File: src/hold_timer_pkg.sv
// Purpose : Shared constants and carriers for the event hold timer control
// Assumes : Master clock clk at 50 MHz stands in for the 16 kHz master oscillator
// Notes   : Durations kept in their own units; cycle counts derived from them
package hold_timer_pkg;

	// ----------------------------------------
	// Clock and time base
	// ----------------------------------------
	localparam int unsigned CLK_HZ        = 50_000_000;
	localparam int unsigned MASTER_OSC_HZ = 16_000;
	// One master oscillator tick every this many clk cycles
	localparam int unsigned MASTER_DIV    = CLK_HZ / MASTER_OSC_HZ;

	// ----------------------------------------
	// Durations in seconds, as specified
	// ----------------------------------------
	localparam int unsigned HOLD_S        = 30;
	localparam int unsigned INIT_HIGH1_S  = 2;
	localparam int unsigned INIT_LOW_S    = 30;
	localparam int unsigned INIT_HIGH2_S  = 1;
	localparam int unsigned INIT_QUIET_S  = 32;

	// ----------------------------------------
	// Durations as master oscillator ticks
	// ----------------------------------------
	localparam int unsigned HOLD_TICKS       = HOLD_S * MASTER_OSC_HZ;
	localparam int unsigned INIT_HIGH1_TICKS = INIT_HIGH1_S * MASTER_OSC_HZ;
	localparam int unsigned INIT_LOW_TICKS   = INIT_LOW_S * MASTER_OSC_HZ;
	localparam int unsigned INIT_HIGH2_TICKS = INIT_HIGH2_S * MASTER_OSC_HZ;
	localparam int unsigned INIT_QUIET_TICKS = INIT_QUIET_S * MASTER_OSC_HZ;

	// Slow oscillator periods forming the mode two hold
	localparam int unsigned SLOW_HOLD_TICKS  = 1_800;

	localparam int unsigned CNT_W = 20;

	// ----------------------------------------
	// Types
	// ----------------------------------------
	typedef enum logic {
		MODE_ONE,
		MODE_TWO
	} mode_t;

	typedef enum logic [2:0] {
		ST_IDLE,
		ST_HOLD,
		ST_INIT_HIGH1,
		ST_INIT_LOW,
		ST_INIT_HIGH2,
		ST_INIT_QUIET
	} state_t;

	// Synchronised pin levels
	typedef struct packed {
		logic mode_select;
		logic init_trigger;
		logic inhibit_in;
		logic comp_hi;
		logic comp_lo;
		logic slow_osc_in;
	} pins_t;

endpackage : hold_timer_pkg

File: src/pin_sync.sv
// Purpose : Two-flop synchroniser for a group of pin levels
// Assumes : Inputs are asynchronous to clk
// Notes   : First stage is read only by the second stage
`timescale 1ns/1ps
module pin_sync #(
	parameter int unsigned WIDTH = 6
) (
	// Clock and reset
	input  wire logic             clk,
	input  wire logic             reset_n,
	// Pins in and synchronised out
	input  wire logic [WIDTH-1:0] async_in,
	output logic      [WIDTH-1:0] sync_out
);

	logic [WIDTH-1:0] meta_q;

	// ----------------------------------------
	// Two stages, per bit
	// ----------------------------------------
	genvar i;
	generate
		for (i = 0; i < WIDTH; i++) begin : g_bit
			always_ff @(posedge clk) begin
				if (!reset_n) begin
					meta_q[i]   <= 1'b0;
					sync_out[i] <= 1'b0;
				end else begin
					meta_q[i]   <= async_in[i];
					sync_out[i] <= meta_q[i];
				end
			end
		end
	endgenerate

endmodule : pin_sync

File: src/event_hold_timer_control.sv
// Purpose : Control logic of the event detector: output hold timer and init waveform
// Assumes : Analog comparator reports its upper and lower threshold crossings as levels
// Notes   : Master oscillator is modelled as a tick divided from clk
//
// What this block does
// - Mode one runs while mode_select is low and mode two while it is high.
// - In mode one the hold time is counted only in master oscillator ticks.
// - In mode one an event keeps the output high for 30 s and then lets it fall.
// - In mode two the hold time is counted in slow oscillator ticks.
// - In mode two the master tick keeps running but does not time the hold.
// - The mode two hold is a fixed count of slow periods, so it scales with the RC choice.
// - In mode two a high inhibit_in blocks events from reaching the output.
// - In mode one inhibit_in is ignored.
// - A detected event drives the output high.
// - An event is declared only once the amplifier swing has crossed both top and bottom thresholds.
// - A declared event starts the output and the hold timer together.
// - In mode one a rising init_trigger gives high 2 s, low 30 s, high 1 s, then low.
// - In mode two a rising init_trigger holds the output low for 32 s whatever the sensor does.
// - After the mode two quiet interval the block is armed again.
// - The slow oscillator is gated idle in mode one and runs only in mode two.
`timescale 1ns/1ps
module event_hold_timer_control
	import hold_timer_pkg::*;
#(
	parameter int unsigned MASTER_DIV_P  = hold_timer_pkg::MASTER_DIV,
	parameter int unsigned HOLD_P        = hold_timer_pkg::HOLD_TICKS,
	parameter int unsigned HIGH1_P       = hold_timer_pkg::INIT_HIGH1_TICKS,
	parameter int unsigned LOW_P         = hold_timer_pkg::INIT_LOW_TICKS,
	parameter int unsigned HIGH2_P       = hold_timer_pkg::INIT_HIGH2_TICKS,
	parameter int unsigned QUIET_P       = hold_timer_pkg::INIT_QUIET_TICKS,
	parameter int unsigned SLOW_HOLD_P   = hold_timer_pkg::SLOW_HOLD_TICKS
) (
	// Clock and reset
	input  wire logic clk,
	input  wire logic reset_n,
	// Mode and control pins
	input  wire logic mode_select,
	input  wire logic init_trigger,
	input  wire logic inhibit_in,
	// Comparator on second_amp_out: above top and below bottom reference
	input  wire logic comp_hi,
	input  wire logic comp_lo,
	// Slow oscillator
	input  wire logic slow_osc_in,
	output logic      slow_osc_en,
	// Event output and status
	output logic      event_out,
	output logic      init_busy
);
	import hold_timer_pkg::*;

	// ----------------------------------------
	// Pin synchronisation
	// ----------------------------------------
	pins_t pins_raw;
	pins_t pins_s;

	assign pins_raw = '{mode_select: mode_select, init_trigger: init_trigger,
		inhibit_in: inhibit_in, comp_hi: comp_hi, comp_lo: comp_lo, slow_osc_in: slow_osc_in};

	pin_sync #(
		.WIDTH($bits(pins_t))
	) u_sync (
		.clk      (clk),
		.reset_n  (reset_n),
		.async_in (pins_raw),
		.sync_out (pins_s)
	);

	// ----------------------------------------
	// Registers
	// ----------------------------------------
	state_t           state_q, state_d;
	logic [CNT_W-1:0] cnt_q, cnt_d;
	logic [15:0]      div_q;
	logic             mtick_q;
	logic             slow_prev_q;
	logic             init_prev_q;
	logic             seen_hi_q, seen_lo_q;
	logic             mode_q;
	logic             out_d;

	// ----------------------------------------
	// Decodes
	// ----------------------------------------
	wire   mode_two    = pins_s.mode_select;
	wire   slow_rise   = pins_s.slow_osc_in & ~slow_prev_q;
	wire   init_rise   = pins_s.init_trigger & ~init_prev_q;
	wire   swing_done  = seen_hi_q & seen_lo_q;
	wire   blocked     = mode_two & pins_s.inhibit_in;
	wire   event_ok    = swing_done & ~blocked;
	// Hold tick source depends on mode only; master tick never times the mode two hold
	wire   hold_tick   = mode_two ? slow_rise : mtick_q;
	wire   in_init     = (state_q == ST_INIT_HIGH1) || (state_q == ST_INIT_LOW) ||
	                     (state_q == ST_INIT_HIGH2) || (state_q == ST_INIT_QUIET);
	wire [CNT_W-1:0] hold_len = mode_two ? CNT_W'(SLOW_HOLD_P) : CNT_W'(HOLD_P);
	wire   cnt_zero    = (cnt_q == '0);
	wire   mode_change = mode_q != mode_two;

	// ----------------------------------------
	// Master oscillator tick divider, always running
	// ----------------------------------------
	always_ff @(posedge clk) begin
		if (!reset_n) begin
			div_q   <= 16'h0000;
			mtick_q <= 1'b0;
		end else begin
			div_q   <= (div_q == 16'(MASTER_DIV_P - 1)) ? 16'h0000 : div_q + 16'h0001;
			mtick_q <= (div_q == 16'(MASTER_DIV_P - 1));
		end
	end

	// ----------------------------------------
	// Edge history and swing capture
	// ----------------------------------------
	// Swing flags clear once an event is taken, so a fresh full swing is needed
	always_ff @(posedge clk) begin
		if (!reset_n) begin
			slow_prev_q <= 1'b0;
			init_prev_q <= 1'b0;
			seen_hi_q   <= 1'b0;
			seen_lo_q   <= 1'b0;
			mode_q      <= 1'b0;
		end else begin
			slow_prev_q <= pins_s.slow_osc_in;
			init_prev_q <= pins_s.init_trigger;
			mode_q      <= mode_two;
			if (in_init || blocked) begin
				seen_hi_q <= 1'b0;
				seen_lo_q <= 1'b0;
			end else if (swing_done) begin
				// Taken swing restarts the flags; a crossing in this same cycle is kept
				seen_hi_q <= pins_s.comp_hi;
				seen_lo_q <= pins_s.comp_lo;
			end else begin
				seen_hi_q <= seen_hi_q | pins_s.comp_hi;
				seen_lo_q <= seen_lo_q | pins_s.comp_lo;
			end
		end
	end

	// ----------------------------------------
	// Main sequencer
	// ----------------------------------------
	always_comb begin
		state_d = state_q;
		cnt_d   = cnt_q;
		if (init_rise) begin
			// Init wins over events and restarts from its first phase
			if (mode_two) begin
				state_d = ST_INIT_QUIET;
				cnt_d   = CNT_W'(QUIET_P);
			end else begin
				state_d = ST_INIT_HIGH1;
				cnt_d   = CNT_W'(HIGH1_P);
			end
		end else if (mode_change && !in_init) begin
			// Switching modes mid hold drops it; the tick base is no longer valid
			state_d = ST_IDLE;
			cnt_d   = '0;
		end else begin
			case (state_q)
				ST_IDLE: begin
					if (event_ok) begin
						state_d = ST_HOLD;
						cnt_d   = hold_len;
					end
				end
				ST_HOLD: begin
					if (event_ok) begin
						cnt_d = hold_len;
					end else if (hold_tick) begin
						if (cnt_q <= CNT_W'(1)) begin
							state_d = ST_IDLE;
							cnt_d   = '0;
						end else begin
							cnt_d = cnt_q - CNT_W'(1);
						end
					end
				end
				// Init phases use master ticks; events are not looked at here
				ST_INIT_HIGH1, ST_INIT_LOW, ST_INIT_HIGH2, ST_INIT_QUIET: begin
					if (mtick_q) begin
						if (cnt_q <= CNT_W'(1)) begin
							case (state_q)
								ST_INIT_HIGH1: begin
									state_d = ST_INIT_LOW;
									cnt_d   = CNT_W'(LOW_P);
								end
								ST_INIT_LOW: begin
									state_d = ST_INIT_HIGH2;
									cnt_d   = CNT_W'(HIGH2_P);
								end
								default: begin
									state_d = ST_IDLE;
									cnt_d   = '0;
								end
							endcase
						end else begin
							cnt_d = cnt_q - CNT_W'(1);
						end
					end
				end
				default: begin
					state_d = ST_IDLE;
					cnt_d   = '0;
				end
			endcase
		end
	end

	// Output level straight from the next state, so the pin is a flop
	assign out_d = (state_d == ST_HOLD) || (state_d == ST_INIT_HIGH1) ||
	               (state_d == ST_INIT_HIGH2);

	// ----------------------------------------
	// State and output registers
	// ----------------------------------------
	always_ff @(posedge clk) begin
		if (!reset_n) begin
			state_q     <= ST_IDLE;
			cnt_q       <= '0;
			event_out   <= 1'b0;
			init_busy   <= 1'b0;
			slow_osc_en <= 1'b0;
		end else begin
			state_q     <= state_d;
			cnt_q       <= cnt_d;
			event_out   <= out_d;
			init_busy   <= (state_d != ST_IDLE) && (state_d != ST_HOLD);
			slow_osc_en <= mode_two;
		end
	end

endmodule : event_hold_timer_control

File: config.mk
export PLATFORM = sky130hd
export DESIGN_NAME = event_hold_timer_control
export DESIGN_NICKNAME = d
export VERILOG_FILES = /design/src/hold_timer_pkg.sv /design/src/pin_sync.sv /design/src/event_hold_timer_control.sv
export SDC_FILE = /design/constraint.sdc
export NUM_CORES = 1
export LEC_CHECK = 0
export ABC_CLOCK_PERIOD_IN_PS = 2690
export BUFFER_PORTS_ARGS = -buffer_cell sky130_fd_sc_hd__buf_2
export CAP_MARGIN = 5
export CORE_MARGIN = 3
export CORE_UTILIZATION = 30
export CTS_CLUSTER_SIZE = 30
export DETAILED_ROUTE_END_ITERATION = 12
export PLACE_DENSITY = 0.54
export SLEW_MARGIN = 20
export SYNTH_ARGS = -nofsm -noshare
export SYNTH_HDL_FRONTEND = slang
export SYNTH_SLANG_ARGS = --single-unit
File: constraint.sdc
create_clock -name clk -period 2.69 [get_ports clk]
set_input_delay 0.1345 -clock clk [delete_from_list [all_inputs] [get_ports clk]]
set_output_delay 0.1345 -clock clk [all_outputs]
set_load 0.01 [all_outputs]
==> flow_metrics.tcl, run 1 <==
set metrics [dict create \
    area_growth_pct 16.31 \
    r2r-end "cnt_q[19]$_SDFFE_PN0P_" \
    tightest_slew_ns 0.6184 \
    initial_utilization_pct 31.46 \
    dieWidth_um 105.4 \
    num_rows 35 \
    drv_slew 0 \
    worst_r2r_path_depth 6 \
    r2r_slack_ns 0.26 \
    finalNetCount 395 \
    num_vias 2632 \
    drc_errors 0 \
    synth_warnings 0 \
    status "complete, no violations" \
    async_flop_share_pct 0 \
    crit_fanout 14 \
    r2r-start "cnt_q[16]$_SDFFE_PN0P_" \
    wl_per_cell_um 13.73 \
    cp_slowest_cell "or4_1" \
    ys.flop_type "dfxtp_1" \
    hold_end "state_q[0]$_SDFF_PN0_" \
    finalPower_mw 2.534 \
    period_share_pct 90.21 \
    grt_first_pass_wirelength_mm 12.41 \
    syn_area_um2 2962 \
    num_io_pins 11 \
    dr.pass1.iters 4 \
    hold_path.class "input pin to flip-flop" \
    postCtsSetupRepairBufs 0 \
    rsz0062_at_grt "no" \
    cp.arrival_ns 2.64 \
    synth_most_common_cell "dfxtp_1" \
    min_from "reset_n" \
    grt_usage_pct 13.78 \
    synth-seq-cells 59 \
    yosysTopAreaCell "dfxtp_1" \
    fmax_mhz 412.1 \
    insertion_delay_ns 0.35 \
    end_kind "flip-flop" \
    fin_tns_setup_ns 0 \
    drtAntennaViolNets 0 \
    cts.path.max_buffers 2 \
    cts_buffers 9 \
    crit_chain "or4_1 > nor3_2 > and4_1 > nor4_2 > o21ai_1 > nor2_1" \
    cts_tree "yes" \
    p_leak_nw 1.295 \
    cellPowerDensity_nw_per_um2 735.5 \
    max_stage_delay_ns 0.56 \
    dp_hpwl_mm 4.976 \
    drive_gt1_share_pct 10.57 \
    worstSetupPathType "flip-flop to flip-flop" \
    cts.reportedPaths.clkPinSlew_ns 0.07 \
    dieArea_um2 11100 \
    die_y_um 105.4 \
    nFillCells 994 \
    start_kind "flip-flop" \
    h-tree-depth 3 \
    crit_path_start "cnt_q[16]$_SDFFE_PN0P_" \
    vias_per_cell 5.091 \
    netlist_top_cells_count "59 x dfxtp_1, 48 x nor2_1, 29 x a21oi_1" \
    synth.distinct_cells 55 \
    dpl_worst_slack_ns 0.2556 \
    drt_wl_total_mm 7.100 \
    min_period_ns 2.427 \
    ys_top_cells_by_area "dfxtp_1 40%, nor2_1 6.1%, xor2_1 5.9%" \
    multi_input_area_um2 1668 \
    holdWs_ns 0.2419 \
    setup_slack_ns 0.2633 \
    register_area_um2 1181 \
    grt_overflow 0 \
    numClockSinks 59 \
    worstPathRequired_ns 2.91 \
    finish.utilization_pct 36.58 \
    slew_headroom_pct 58.69 \
    gp_congestion 0.8424 \
    synth_seq_area_share_pct 39.88 \
    ir_worst_vdd_v 0.0003735 \
    grt_start_max_net_pins 26 \
    diodes 0 \
    core_um2 9415 \
    hold_depth 2 \
    synth.net_count 376 \
    first_global_vias 2571 \
    drv_cap 0 \
    finalSetupViolCount 0 \
    drtIter0Drc 142 \
    clock-root-buffer "clkbuf_8" \
    yosysTopAreaCellShare_pct 39.88 \
    numPortBuffers 10 \
    syn_inst 364 \
    synth_edf_count 0 \
    syn_area_per_cell_um2 8.136 \
    skew_ns 0.01119 \
    antenna_found_initial 0 \
    hold_viol 0 \
]
==> cell type report <==
class	instances	share of cell area [%]
Clock inverter	6	2.579
Clock buffer	10	3.996
Multi-Input combinational cell	279	48.42
Timing Repair Buffer	24	4.940
Tap cell	129	4.686
Sequential cell	59	34.29
Inverter	10	1.090
==> cell usage in the layout (no fill, tap or decap), drive strengths merged, types with 3 or more instances in the layout <==
| master | netlist | layout |
|---|---|---|
| dfxtp | 59 | 59 |
| nor2 | 48 | 48 |
| a21oi | 29 | 29 |
| nand2 | 26 | 26 |
| xor2 | 20 | 20 |
| nand3 | 19 | 19 |
| and2 | 19 | 19 |
| buf | 5 | 18 |
| o21ai | 15 | 15 |
| nor3 | 13 | 13 |
| xnor2 | 10 | 10 |
| clkbuf | 11 | 10 |
| nor4 | 10 | 10 |
| inv | 9 | 9 |
| and3 | 6 | 6 |
| dlygate4sd3 | 0 | 6 |
| or3 | 6 | 6 |
| nor2b | 5 | 5 |
| a211oi | 5 | 5 |
| o22ai | 4 | 4 |
| ha | 4 | 4 |
| o21a | 3 | 3 |
| a31oi | 3 | 3 |
| or4 | 3 | 3 |
| clkinv | 1 | 3 |
==> metal layers <==
metal	vias to the layer above	part of all wire, %	GRT usage [%]
li1	1322	-	-
met5	-	0	0
met4	0	2.0	5.436
met3	11	4.6	3.919
met2	54	47	21.81
met1	1245	47	17.64
==> how the worst max path moves through the flow <==
stage	slack [ns]	cells past startpoint	endpoint
CTS	0.24	6	cnt_q[19]$_SDFFE_PN0P_
global placement	0.41	6	cnt_q[18]$_SDFFE_PN0P_
floorplan	0.57	7	cnt_q[16]$_SDFFE_PN0P_
global route	0.03	6	cnt_q[19]$_SDFFE_PN0P_
detailed placement	0.26	6	cnt_q[19]$_SDFFE_PN0P_
finish	0.26	6	cnt_q[19]$_SDFFE_PN0P_
==> metrics by stage <==
step	std cells	instance area, µm²
after floorplan	364	2962
after global placement	495	3158
after detailed placement	495	3158
after CTS	517	3445
after global routing	517	3445
final	517	3445
==> report_power, final <==
group          total (mW)  switching, mW  internal (mW)
combinational       0.610          0.353          0.257
sequential           1.01         0.0745          0.933
clock               0.917          0.371          0.546
total                2.53          0.798           1.74
==> repair_timing <==
action / in CTS / in global routing
resized for setup: 0 / 0
endpoints found under the hold margin: 6 / 0
hold buffers: 6 / 0
==> registers in the layout (all words and copies together) (netlist names) <==
register and count:
slow_osc_en 1, state_q 3, event_out 1, div_q 16
slow_prev_q 1, u_sync.meta_q 6, init_busy 1, seen_hi_q 1
mtick_q 1, cnt_q 20, init_prev_q 1, u_sync.sync_out 6
seen_lo_q 1
==> critical path: cells and delay by family (launching register included) <==
family	cells	cell delay, ns
AND/OR/NAND/NOR	5	1.60
flip-flops	1	0.36
AO/OA/AOI/OAI	1	0.34
==> cells by family after synthesis <==
| group | count (synthesis) | synth area share [%] |
|---|---|---|
| AO/OA/AOI/OAI | 74 | 15.17 |
| XOR/XNOR | 30 | 8.872 |
| adder cells (fa/ha/maj) | 4 | 1.690 |
| buffers and inverters | 26 | 3.802 |
| flip-flops | 59 | 39.88 |
| multiplexers | 1 | 0.3380 |
| AND/OR/NAND/NOR | 170 | 30.25 |
Note: power is estimated with default switching activity, not from simulation.
==> run 2: changes to the inputs <==
--- a/config.mk
+++ b/config.mk
@@ -8,12 +8,13 @@
 export ABC_CLOCK_PERIOD_IN_PS = 2690
 export BUFFER_PORTS_ARGS = -buffer_cell sky130_fd_sc_hd__buf_2
 export CAP_MARGIN = 5
+export CORE_ASPECT_RATIO = 1.5
 export CORE_MARGIN = 3
 export CORE_UTILIZATION = 30
 export CTS_CLUSTER_SIZE = 30
 export DETAILED_ROUTE_END_ITERATION = 12
 export PLACE_DENSITY = 0.54
-export SLEW_MARGIN = 20
+export SLEW_MARGIN = 25
 export SYNTH_ARGS = -nofsm -noshare
 export SYNTH_HDL_FRONTEND = slang
 export SYNTH_SLANG_ARGS = --single-unit
==> run 2 against run 1 <==
Net effect:
- clock skew is 0.0075 ns lower
- maximum frequency increased by 4.7%
- count of clock-buffer cells in the layout is 1 higher
- worst setup slack better by 0.11 ns
- register-to-register slack improved by 0.11 ns
- via count is 0.76% lower
- first-iteration DRC count fell by 18%
- critical path depth grew 1
- combinational power hardly changed
- sequential power about the same
- critical path type unchanged
==> flow_metrics.tcl, run 2 (synthesis results as in run 1) <==
set metrics [dict create \
    status "complete, no violations" \
    grt_usage_pct 14.09 \
    cts.reportedPaths.clkPinSlew_ns 0.05 \
    num_io_pins 11 \
    max_flop_register "cnt_q" \
    setup_slack_ns 0.3727 \
    vias_per_cell 5.287 \
    dpl_worst_slack_ns 0.3407 \
    hold_viol 0 \
    cts.path.max_buffers 2 \
    diodes 0 \
    worst_r2r_path_depth 7 \
    rsz0062_at_grt "no" \
    die_y_um 127.7 \
    drive_gt1_share_pct 10.47 \
    largest_reg_flops 20 \
    r2r_slack_ns 0.37 \
    dr.pass1.iters 5 \
    antenna_found_initial 0 \
    worstPathRequired_ns 2.95 \
    multi_input_area_um2 1668 \
    dp_hpwl_mm 5.167 \
    first_global_vias 2535 \
    worstSetupPathType "flip-flop to flip-flop" \
    hold_path.class "input pin to flip-flop" \
    num_rows 43 \
    p_seq_share_pct 38.1 \
    final_cell_mix "59 x dfxtp_1, 48 x nor2_1, 29 x a21oi_1" \
    drv_cap 0 \
    cts_buffers 9 \
    grt_first_pass_wirelength_mm 12.29 \
    insertion_delay_ns 0.33 \
    finalNetCount 390 \
    clock_power_share_pct 38.9 \
    cts_tree "yes" \
    start_kind "flip-flop" \
    fin_tns_setup_ns 0 \
    largestRegisters "cnt_q x20, div_q x16" \
    period_share_pct 86.15 \
    drtIter0Drc 116 \
    p_leak_nw 1.292 \
    drv_slew 0 \
    p_sw_uw 824.2 \
    dieArea_um2 11130 \
    cts_resized 0 \
    register_area_um2 1181 \
    initial_utilization_pct 31.46 \
    min_period_ns 2.317 \
    cp-endpoint "cnt_q[15]$_SDFFE_PN0P_" \
    numPortBuffers 10 \
    postCtsSetupRepairBufs 0 \
    slew_headroom_pct 49.77 \
    fmax_mhz 431.5 \
    end_kind "flip-flop" \
    p_comb_share_pct 23.0 \
    core_um2 9415 \
    p_int_mw 1.824 \
    wl_per_cell_um 14.52 \
    numClockSinks 59 \
    switching_share_pct 31.12 \
    num_vias 2612 \
    area_growth_pct 15.29 \
    clock-root-buffer "clkbuf_16" \
    final_cells 494 \
    drt_wl_total_mm 7.175 \
    skew_ns 0.003673 \
    cp.arrival_ns 2.57 \
    crit_path_start "cnt_q[0]$_SDFFE_PN0P_" \
    final_common_cell "dfxtp_1" \
    ir_worst_vdd_v 0.0004600 \
    gp_congestion 0.8840 \
    drtAntennaViolNets 0 \
    tightest_slew_ns 0.7344 \
    crit_fanout 7 \
    dieWidth_um 87.13 \
    drc_errors 0 \
    finalSetupViolCount 0 \
    cellPowerDensity_nw_per_um2 775.7 \
    r2r-start "cnt_q[0]$_SDFFE_PN0P_" \
    grt_start_max_net_pins 25 \
    dp.cells 479 \
    hold_buffers 0 \
    r2r-end "cnt_q[15]$_SDFFE_PN0P_" \
    grt_overflow 0 \
    nFillCells 970 \
    h-tree-depth 3 \
]
run 2: cell count changes in the layout (fill, tap and decap cells not counted), sizes merged:
cell         delta
clkinv          -1
buf             +1
dlygate4sd3     -6
bufinv          -2
clkinvlp        +1
clkbuf          +1
run 2: worst min path at each step:
| stage | from | to | slack [ns] | cells past startpoint |
|---|---|---|---|---|
| after global routing | mode_select | u_sync.meta_q[5]$_SDFF_PN0_ | 0.01 | 2 |
| after global placement | slow_osc_in | u_sync.meta_q[0]$_SDFF_PN0_ | 0.34 | 2 |
| after detailed placement | slow_osc_in | u_sync.meta_q[0]$_SDFF_PN0_ | 0.35 | 2 |
| after CTS | comp_hi | u_sync.meta_q[2]$_SDFF_PN0_ | 0.0008 | 2 |
| final | slow_osc_in | u_sync.meta_q[0]$_SDFF_PN0_ | 0.01 | 2 |
| after floorplan | slow_osc_in | u_sync.meta_q[0]$_SDFF_PN0_ | 0.26 | 1 |
run 2: power groups by stage:
| stage | Sequential, mW | Clock, mW | Combinational [mW] |
|---|---|---|---|
| final | 1.01 | 1.03 | 0.608 |
| after global routing | 1.02 | 1.09 | 0.680 |
| after CTS | 1.01 | 1.06 | 0.608 |
| after detailed placement | 1.02 | 0 | 0.601 |
| after global placement | 1.02 | 0 | 0.607 |
| after floorplan | 0.998 | 0 | 0.469 |
run 2: layout make-up:
cell class	count	share of cell area (%)
multi-input cells	279	48.85
flip-flops and latches	59	34.59
clock buffers	11	7.109
well taps	112	4.104
repair buffers	19	3.444
inverters	10	1.099
clock inverters	4	0.8062
run 2: critical path, stage by stage (launching register included):
cell	delay (ns)
dfxtp_1	0.41
inv_1	0.08
ha_1	0.29
o21ba_2	0.24
and4_1	0.28
nor4_2	0.48
o311ai_0	0.26
a31oi_1	0.20
run 2: through the flow:
step	total power [mW]	util, %	instance area [µm²]	hold WS, ns
5_1_grt	2.788	36.27	3415	0.01003
3_3_place_gp	1.629	33.40	3144	0.3431
2_1_floorplan	1.468	-	2962	0.2618
3_5_place_dp	1.625	33.40	3144	0.3454
4_1_cts	2.678	36.27	3415	0.0007568
6_report	2.649	36.27	3415	0.009917
run 2: per-layer routing:
metal	track usage, %	wire length, µm	vias to the layer above
met5	0	0	-
met4	9.033	312	0
met3	2.958	307	24
met2	23.22	3572	70
met1	16.24	2983	1205
li1	-	-	1313
